$ cat config.mk
export PLATFORM = sky130hd
export DESIGN_NAME = csu_compare_skip
export DESIGN_NICKNAME = d
export VERILOG_FILES = /design/src/core/csu_pkg.sv /design/src/core/csu_addr_resolve.sv /design/src/core/csu_compare_skip.sv
export SDC_FILE = /design/constraint.sdc
export NUM_CORES = 1
export LEC_CHECK = 0
export BUFFER_PORTS_ARGS = -buffer_cell sky130_fd_sc_hd__buf_2
export CORE_AREA = 5 5 58 111
export DETAILED_ROUTE_END_ITERATION = 16
export DIE_AREA = 0 0 63 116
export GPL_TIMING_DRIVEN = 0
export PLACE_DENSITY = 0.74
export REMOVE_ABC_BUFFERS = 1
export SLEW_MARGIN = 20
export SYNTH_ARGS = -nofsm -noshare
export SYNTH_HDL_FRONTEND = slang
export SYNTH_HIERARCHICAL = 1
export SYNTH_SLANG_ARGS = --single-unit
export TNS_END_PERCENT = 20
$ cat constraint.sdc
create_clock -name i_sys_clk -period 2.69 [get_ports i_sys_clk]
set_input_delay 0.269 -clock i_sys_clk [delete_from_list [all_inputs] [get_ports i_sys_clk]]
set_output_delay 0.269 -clock i_sys_clk [all_outputs]
set_load 0.01 [all_outputs]
$ cat src/core/csu_pkg.sv
// Package for the compare-and-skip execution unit.
// Assumes a core that runs four quarter-cycles per instruction cycle.
package csu_pkg;

  // Opcode upper seven bits (bit 8 is the bank selector)
  localparam logic [6:0] CSU_OP_GREATER  = 7'h32;
  localparam logic [6:0] CSU_OP_LESS     = 7'h30;
  // Field positions within the 16-bit program word
  localparam int         CSU_OP_MSB      = 15;
  localparam int         CSU_OP_LSB      = 9;
  localparam int         CSU_BANK_BIT    = 8;
  localparam int         CSU_ADDR_MSB    = 7;
  // Highest address field handled by indexed literal offset mode
  localparam logic [7:0] CSU_INDEX_LIMIT = 8'h5F;
  // Quick-access bank: low half maps to bank 0, high half to bank 15
  localparam logic [7:0] CSU_ACCESS_SPLIT = 8'h80;
  localparam logic [3:0] CSU_ACCESS_HIGH  = 4'hF;
  localparam logic [3:0] CSU_ACCESS_LOW   = 4'h0;
  // Time figures
  localparam int         CSU_CLK_NS      = 100;
  localparam int         CSU_QUARTERS    = 4;
  // Reset values
  localparam logic [1:0] CSU_RST_SKIPS   = 2'h0;

  // Quarter-cycle sequencer, one-hot
  typedef enum logic [3:0] {
    CSU_Q1 = 4'b0001,
    CSU_Q2 = 4'b0010,
    CSU_Q3 = 4'b0100,
    CSU_Q4 = 4'b1000
  } csu_quarter_t;

  // Data memory request towards the core
  typedef struct packed {
    logic        rd;        // Read strobe in quarter two
    logic [11:0] addr;      // Resolved 12-bit address
    logic        indexed;   // Address is index-relative
  } csu_mem_req_t;

endpackage : csu_pkg

$ cat src/core/csu_addr_resolve.sv
// Operand address resolver for the compare-and-skip unit.
// Assumes the bank select register and index base come from the core.
`timescale 1ns/1ps
`default_nettype none
module csu_addr_resolve
  import csu_pkg::*;
(
  // Instruction fields
  input  wire logic [7:0]  i_addr_field,
  input  wire logic        i_bank_sel,
  input  wire logic        i_is_greater,
  // Core state
  input  wire logic [3:0]  i_bank_select_register,
  input  wire logic        i_ext_set_en,
  input  wire logic [11:0] i_index_base,
  // Result
  output logic [11:0]      o_addr,
  output logic             o_indexed
);

  // Pure combinational address mapping
  always_comb begin
    o_indexed = 1'b0;
    if (i_bank_sel) begin
      // Banked general_purpose_bank access (see RULE9)
      o_addr = {i_bank_select_register, i_addr_field};
    end else if (i_ext_set_en && i_is_greater &&
                 (i_addr_field <= CSU_INDEX_LIMIT)) begin
      // Index base plus literal offset (see RULE10)
      o_addr    = i_index_base + {4'h0, i_addr_field};
      o_indexed = 1'b1;
    end else if (i_addr_field >= CSU_ACCESS_SPLIT) begin
      // Quick-access bank, upper half (see RULE8)
      o_addr = {CSU_ACCESS_HIGH, i_addr_field};
    end else begin
      // Quick-access bank, lower half (see RULE8)
      o_addr = {CSU_ACCESS_LOW, i_addr_field};
    end
  end

endmodule : csu_addr_resolve
`default_nettype wire

$ cat src/core/csu_compare_skip.sv
// Compare-and-skip execution unit: decode, operand fetch, compare, skip.
// Assumes the core presents a new word at each instruction-cycle Q1 and
// returns read data by the end of Q2.
// Overview of operation
// RULE1: Decode 0110010a greater, 0110000a less opcodes
// RULE2: Greater skip when byte exceeds working register
// RULE3: Less skip when byte below working register
// RULE4: Unsigned subtraction; no result, no flags
// RULE5: One word; one cycle, two if skipped
// RULE6: Skip over two-word successor takes three
// RULE7: Every extra skip cycle does nothing
// RULE8: Bank bit zero selects quick-access bank
// RULE9: Bank bit one uses bank select register
// RULE10: Extended set, a=0, f<=95: indexed greater
// RULE11: Q1 decode, Q2 read, Q3 compare, Q4 idle
`timescale 1ns/1ps
`default_nettype none
module csu_compare_skip
  import csu_pkg::*;
(
  // Clock and reset
  input  wire logic        i_sys_clk,
  input  wire logic        i_rst,
  // Instruction stream
  input  wire logic [15:0] i_instr,
  input  wire logic        i_next_two_word,
  // Core state
  input  wire logic [7:0]  i_working_register,
  input  wire logic [3:0]  i_bank_select_register,
  input  wire logic        i_ext_set_en,
  input  wire logic [11:0] i_index_base,
  // Data memory
  input  wire logic [7:0]  i_mem_rdata,
  output logic             o_mem_rd,
  output logic [11:0]      o_mem_addr,
  output logic             o_mem_indexed,
  // Status
  output logic [3:0]       o_quarter,
  output logic             o_busy,
  output logic             o_skip_taken,
  output logic             o_nop_cycle
);

  // Whole unit state in one struct
  typedef struct packed {
    csu_quarter_t q;        // Current quarter
    logic         active;   // Compare instruction in progress
    logic         greater;  // Greater form decoded
    logic [7:0]   working_register;     // Working register snapshot
    csu_mem_req_t mem;      // Memory request
    logic [7:0]   opnd;     // Operand read in Q2
    logic [1:0]   skips;    // Extra no-op cycles remaining
    logic         nop;      // Current cycle is a no-op cycle
    logic         taken;    // Pulse at end of a taken compare
  } csu_state_t;

  csu_state_t st;           // Registered state
  csu_state_t next_st;      // Next state

  logic       dec_greater;  // Word is the greater form
  logic       dec_less;     // Word is the less form
  logic [11:0] res_addr;    // Resolved address
  logic        res_indexed; // Resolved as indexed

  // Opcode match on the upper seven bits
  function automatic logic op_is(input logic [15:0] w,
                                 input logic [6:0]  op);
    op_is = (w[CSU_OP_MSB:CSU_OP_LSB] == op);
  endfunction : op_is

  // Unsigned subtraction f - w; borrow clear means f >= w
  function automatic logic [8:0] sub_u(input logic [7:0] f,
                                       input logic [7:0] w);
    sub_u = {1'b0, f} - {1'b0, w};
  endfunction : sub_u

  assign dec_greater = op_is(i_instr, CSU_OP_GREATER); // see RULE1
  assign dec_less    = op_is(i_instr, CSU_OP_LESS);    // see RULE1

  // Address resolution, kept separate so it can be shared later
  csu_addr_resolve u_resolve (
    .i_addr_field           (i_instr[CSU_ADDR_MSB:0]),
    .i_bank_sel             (i_instr[CSU_BANK_BIT]),
    .i_is_greater           (dec_greater),
    .i_bank_select_register (i_bank_select_register),
    .i_ext_set_en           (i_ext_set_en),
    .i_index_base           (i_index_base),
    .o_addr                 (res_addr),
    .o_indexed              (res_indexed)
  );

  // Next-state logic
  always_comb begin
    logic [8:0] diff;
    logic       hit;
    diff    = 9'h000;
    hit     = 1'b0;
    next_st = st;
    next_st.taken  = 1'b0;
    next_st.mem.rd = 1'b0;
    case (st.q)
      CSU_Q1: begin
        next_st.q = CSU_Q2;
        // Decode only outside skip cycles (see RULE11)
        // A no-op cycle refuses any word, even a compare (see RULE7)
        if (st.skips == CSU_RST_SKIPS && !st.nop &&
            (dec_greater || dec_less)) begin
          next_st.active      = 1'b1;
          next_st.greater     = dec_greater;
          next_st.working_register        = i_working_register;
          next_st.mem.addr    = res_addr;      // see RULE8
          next_st.mem.indexed = res_indexed;   // see RULE10
          next_st.mem.rd      = 1'b1;          // Read in Q2, see RULE11
        end else begin
          next_st.active = 1'b0;
        end
      end
      CSU_Q2: begin
        next_st.q = CSU_Q3;
        // Operand captured at end of the read quarter (see RULE11)
        if (st.active) begin
          next_st.opnd = i_mem_rdata;
        end
      end
      CSU_Q3: begin
        next_st.q = CSU_Q4;
        // Compare only; no result or flag is written (see RULE4)
        if (st.active) begin
          diff = sub_u(st.opnd, st.working_register);
          if (st.greater) begin
            hit = !diff[8] && (diff[7:0] != 8'h00);       // see RULE2
          end else begin
            hit = diff[8];                                 // see RULE3
          end
          if (hit) begin
            // One or two discarded cycles (see RULE5, RULE6)
            next_st.skips = i_next_two_word ? 2'h2 : 2'h1;
            next_st.taken = 1'b1;
          end
        end
      end
      CSU_Q4: begin
        next_st.q      = CSU_Q1;
        next_st.active = 1'b0;                 // Q4 idle, see RULE11
        // Enter or continue a no-op cycle (see RULE7)
        if (st.skips != CSU_RST_SKIPS) begin
          next_st.nop   = 1'b1;
          next_st.skips = st.skips - 2'h1;
        end else begin
          next_st.nop   = 1'b0;
        end
      end
      default: begin
        next_st = '0;
        next_st.q = CSU_Q1;
      end
    endcase
    // A no-op cycle keeps its full four quarters inert (see RULE7)
    if (st.q == CSU_Q4 && st.skips == CSU_RST_SKIPS) begin
      next_st.nop = 1'b0;
    end
  end

  // State register
  always_ff @(posedge i_sys_clk) begin
    if (i_rst) begin
      st       <= '0;
      st.q     <= CSU_Q1;
      st.skips <= CSU_RST_SKIPS;
    end else begin
      st <= next_st;
    end
  end

  // Outputs straight from state flops
  assign o_mem_rd      = st.mem.rd;
  assign o_mem_addr    = st.mem.addr;
  assign o_mem_indexed = st.mem.indexed;
  assign o_quarter     = st.q;
  assign o_busy        = st.active;
  assign o_skip_taken  = st.taken;
  assign o_nop_cycle   = st.nop;
endmodule : csu_compare_skip
`default_nettype wire

### After elaboration in Yosys (flattened, before gate mapping)

Cells that the tools add are included.

* $add $sub $neg: 3
* $mul: 0
* divide/modulo/power cells: 0
* order comparisons: 2
* equal/unequal tests: 11
* shifts and indexed selects: 0
* multiplexer cells: 23
* bitwise logic cells: 5
* reductions and logical operators: 22

Operators by type and width (number)
* $pmux 23 s2: 1
* $mux 12: 3
* $mux 23: 1
* $pmux 8 s2: 1
* $eq 7x6->1 const B: 2
* $add 12x8->12: 1
* $pmux 4 s3: 1
* $reduce_or 3->1: 4
* $ne 2x2->1 const B: 5
* $sub 8x8->9: 1
* $ge 8x8->1 const B: 1
* $le 8x7->1 const B: 1
* $mux 1: 8
* $mux 2: 4
* $mux 8: 1
* $reduce_bool 8->1: 1
* $logic_and 1x1->1: 6
* $pmux 2 s3: 1
* $reduce_or 2->1: 3
* $not 1->1: 5
* $eq 4x1->1 const B: 1
* $eq 4x2->1 const B: 1
* $eq 4x3->1 const B: 1
* $eq 4x4->1 const B: 1
* 8 further kinds: 11

* flip-flop bits (word level): 40
* latch bits: 0
* RAM bits: 0
* ROM bits: 0
* input port bits: 52
* output and inout bits: 21
* memories: 0

### Longest topological paths before layout

* word-level depth: 9
* gate-level depth with buffers: 10

### By module

The synthesis kept the hierarchy.

Modules (own cells, without submodules)
* csu_compare_skip: times used 1, cells each 264, area an instance 2154.6 µm²
* csu_addr_resolve: times used 1, cells each 77, area an instance 621.8 µm²

### Worst setup path before layout

OpenSTA, ideal clock, no wires.

* path type: register to register
* start: register st[4] in the netlist's numbering
* end: register st[2] in the netlist's numbering
* library setup time: 0.072 ns
* arrival: 2.003 ns
* setup slack: 0.616 ns
* stages on the path, launching flop included: 11
* clock period less this slack: 2.074 ns
* path through: dfxtp_1 inv_1 ha_1 fa_1 nor2b_1 o2111ai_1 a31oi_1 or2_2 nand3_1 o21ai_1 mux2i_1

* cells in the longest elaborated chain, start to end: 8
* elaborated cells on any way between the ends: 9
* those cells by class: add/sub (1); eq/ne (1); mux (3); reduce/logical (4)

RTL lines
* start, declared: RTL line csu_compare_skip.sv:57 `csu_state_t st;`
* start signal, assigned: RTL line csu_compare_skip.sv:171 `st <= next_st;`
* $sub 8x8->9 *: RTL line csu_compare_skip.sv:74 `sub_u = {1'b0, f} - {1'b0, w};`
* $reduce_bool 8->1 or $logic_not 1->1 (tied branches): RTL line csu_compare_skip.sv:131 `hit = !diff[8] && (diff[7:0] != 8'h00);`
* $logic_and 1x1->1: RTL line csu_compare_skip.sv:131
* $mux 1 *: RTL line csu_compare_skip.sv:130 `if (st.greater) begin`
* $mux 1 *: RTL line csu_compare_skip.sv:128 `if (st.active) begin`
* $mux 1 *: RTL line csu_compare_skip.sv:101 `case (st.q)`
* $ne 2x2->1 (no source line) *
* $reduce_and 4->1 (no source line) *

Every way passes the cells marked *; elsewhere a longest branch is shown, timed or not. The select of a mux whose other input is x is not followed.
A chain may end at the register's enable or synchronous reset.

### Final worst setup path

* start: register st[4] in the netlist's numbering
* end: register st[3] in the netlist's numbering

Same word-level chain as after synthesis.

==> flow_summary.json <==
{
  "r2r-start": "st[4]",
  "worst_setup_path_start_kind": "register",
  "maxSlewViolCount": 0,
  "cp.required_ns": 2.91,
  "grtUsageTotal_pct": 17.8,
  "clkTransAtPathRegs_ns": 0.07,
  "drive_gt1_share_pct": 27.3,
  "power.total_mw": 1.68,
  "drt_iter0_markers": 71,
  "slew_headroom_pct": 36.2,
  "die_h_um": 116,
  "synth_commonest_cells": "nor2_1, dfxtp_1, a22oi_1",
  "end_kind": "register",
  "fin_util_pct": 57.0,
  "viasPerCell": 5.60,
  "die_w_um": 63,
  "clock-root-buffer": "clkbuf_8",
  "min_path_cells": 3,
  "cts_tree": "built",
  "rsz0062_at_grt": "no",
  "grt_overflow": 0,
  "arrival_ns": 2.63,
  "drt-total-wl_um": 6460,
  "dp_cells": 444,
  "post_drt_wl_per_cell_um": 14.3,
  "p_per_area_mw_per_mm2": 538,
  "status": "finished clean",
  "final_hold_viol_count": 0,
  "syn-instance-count": 341,
  "post_cts_resized": 0,
  "worstPathMaxFanout": 3,
  "synth.avg_cell_area_um2": 8.14,
  "sw_frac_of_total_pct": 34.8,
  "cts_hold_buffers": 0,
  "fillers": 529,
  "initial_core_util_pct": 50.8,
  "comb_power_share_pct": 36.6,
  "num_vias": 2533,
  "reg2reg_to": "st[3]",
  "ys_seq_area_share_pct": 28.8,
  "yosys_warnings": 6,
  "cts_num_sinks": 40,
  "grt_max_degree": 33,
  "routabilityCongestion": 0.882,
  "reg2regPathDepth": 10,
  "peakVddDrop_uv": 424,
  "rows": 38,
  "dieArea_mm2": 0.00731,
  "route.detailed.drc": 0,
  "clock_skew_ns": 0.00398,
  "insertion_delay_ns": 0.29,
  "antenna_found_initial": 0,
  "fmax_ghz": 0.416,
  "synth_edf_count": 0,
  "hpwl_um": 5150,
  "worstMarginPinSlew_ns": 0.957,
  "path_class": "reg -> reg",
  "cts_buffers": 5,
  "p_clk_share_pct": 23.9,
  "nNetsFinal": 462,
  "ant_nets": 0,
  "postCtsSetupRepairBufs": 0,
  "coreArea_mm2": 0.00547,
  "min_to": "st[11]",
  "io_buffers": 72,
  "max_cap_viol_count": 0,
  "final_cells": 452,
  "synth.distinct_cells": 57,
  "grt_pass1_wl_um": 10600,
  "yosys_most_used_dff": "dfxtp_1",
  "p_leak_nw": 1.36,
  "synth_top_cell_area_share_pct": 28.8,
  "synth_most_common_cell": "nor2_1",
  "p_int_mw": 1.09,
  "hp-class": "in -> reg",
  "ios": 73,
  "first_pass_iters": 4,
  "yosysTopAreaCell": "dfxtp_1",
  "finalCritPeriodShare_pct": 89.4,
  "seq_power_share_pct": 39.5,
  "synthTopCellsByArea": "dfxtp_1, ha_1, nor2_1, a22oi_1, buf_4",
  "ys_seq_elements": 40,
  "cts_buffer_depth": 2,
  "final.min_clock_period_ns": 2.40,
  "setup_viol": 0,
  "p_switching_mw": 0.583,
  "min_from": "i_mem_rdata[7]",
  "r2r_setup_slack_ns": 0.29,
  "htree_levels": 2,
  "finalInstanceArea_mm2": 0.00312,
  "dpl-instance-area_mm2": 0.00302,
  "async_flop_share_pct": 0,
  "grt_pass1_vias": 2458,
  "syn-cell-area_mm2": 0.00278,
  "antenna_cells": 0,
  "area_growth_pct": 12.2
}
[logic make-up after synthesis]
| kind of cell | share of synthesized area, % |
|---|---|
| AO/OA/AOI/OAI | 23.3 |
| multiplexers | 3.83 |
| AND/OR/NAND/NOR | 21.1 |
| adder cells (fa/ha/maj) | 9.10 |
| buffers and inverters | 10.0 |
| XOR/XNOR | 3.79 |
| flip-flops | 28.8 |
[registers in the layout (all words and copies together) (netlist names)]
register,cells
st,19
o_mem_indexed,1
o_quarter,4
o_nop_cycle,1
o_mem_rd,1
o_mem_addr,12
o_busy,1
o_skip_taken,1
[critical path: stages (launching register included)]
cell and delay, ns:
dfxtp_1 0.33, inv_1 0.04, ha_1 0.21, fa_1 0.41, nor2b_1 0.19, o2111ai_1 0.17, a31oi_1 0.27, or2_2 0.17
nand3_1 0.07, o21ai_1 0.27, mux2i_1 0.21
[layer usage]
metal | part of all wire (%) | track usage, % | wire length, um
met1 | 35 | 16.3 | 2280
met2 | 59 | 35.9 | 3790
met3 | 4.6 | 4.07 | 294
met4 | 1.5 | 7.51 | 97
met5 | 0 | 0 | 0
[metrics by stage]
step | setup WS (ns) | TNS (ns) | hold WS (ns)
floorplan | 0.524 | 0 | 0.341
global placement | -0.0800 | -1.59 | 0.462
detailed placement | 0.302 | 0 | 0.473
CTS | 0.292 | 0 | 0.209
global route | 0.0936 | 0 | 0.209
finish | 0.285 | 0 | 0.224
[final cells by class]
cell class              instances  area (um2)  share of cell area, %
inverters                      20        75.1                   2.41
clock buffers                   6        82.6                   2.65
flip-flops and latches         40         801                   25.7
well taps                      60        75.1                   2.41
multi-input cells             251        1700                   54.6
clock inverters                 2        10.0                  0.321
repair buffers                 73         372                   11.9
[worst max-delay path by stage]
stage	from	endpoint	slack, ns	cells after the start
final	st[4]	st[3]	0.29	10
after global routing	st[4]	st[2]	0.09	10
after CTS	st[4]	st[3]	0.29	10
after detailed placement	st[4]	st[3]	0.30	10
after global placement	o_quarter[0]	o_mem_addr[11]	-0.08	5
after floorplan	o_quarter[0]	o_mem_addr[0]	0.52	5
[power groups by stage]
stage | Combinational (mW) | Sequential [mW] | Clock [mW]
2_1_floorplan | 0.452 | 0.669 | 0
3_3_place_gp | 0.594 | 0.673 | 0
3_5_place_dp | 0.608 | 0.674 | 0
4_1_cts | 0.612 | 0.661 | 0.428
5_1_grt | 0.685 | 0.667 | 0.454
6_report | 0.614 | 0.662 | 0.401
[layout by cell type (no fill, tap or decap), types with 7 or more instances in the layout]
master    instances
nor2_1           52
a21oi_2          10
ha_1             17
xor2_1            7
nand2b_1         12
a21oi_1          18
buf_2            72
nand2_1          21
dfxtp_1          40
inv_1            20
nor3_1            7
a22oi_1          22
o21ai_0           8
(Power assumes the default switching activity.)
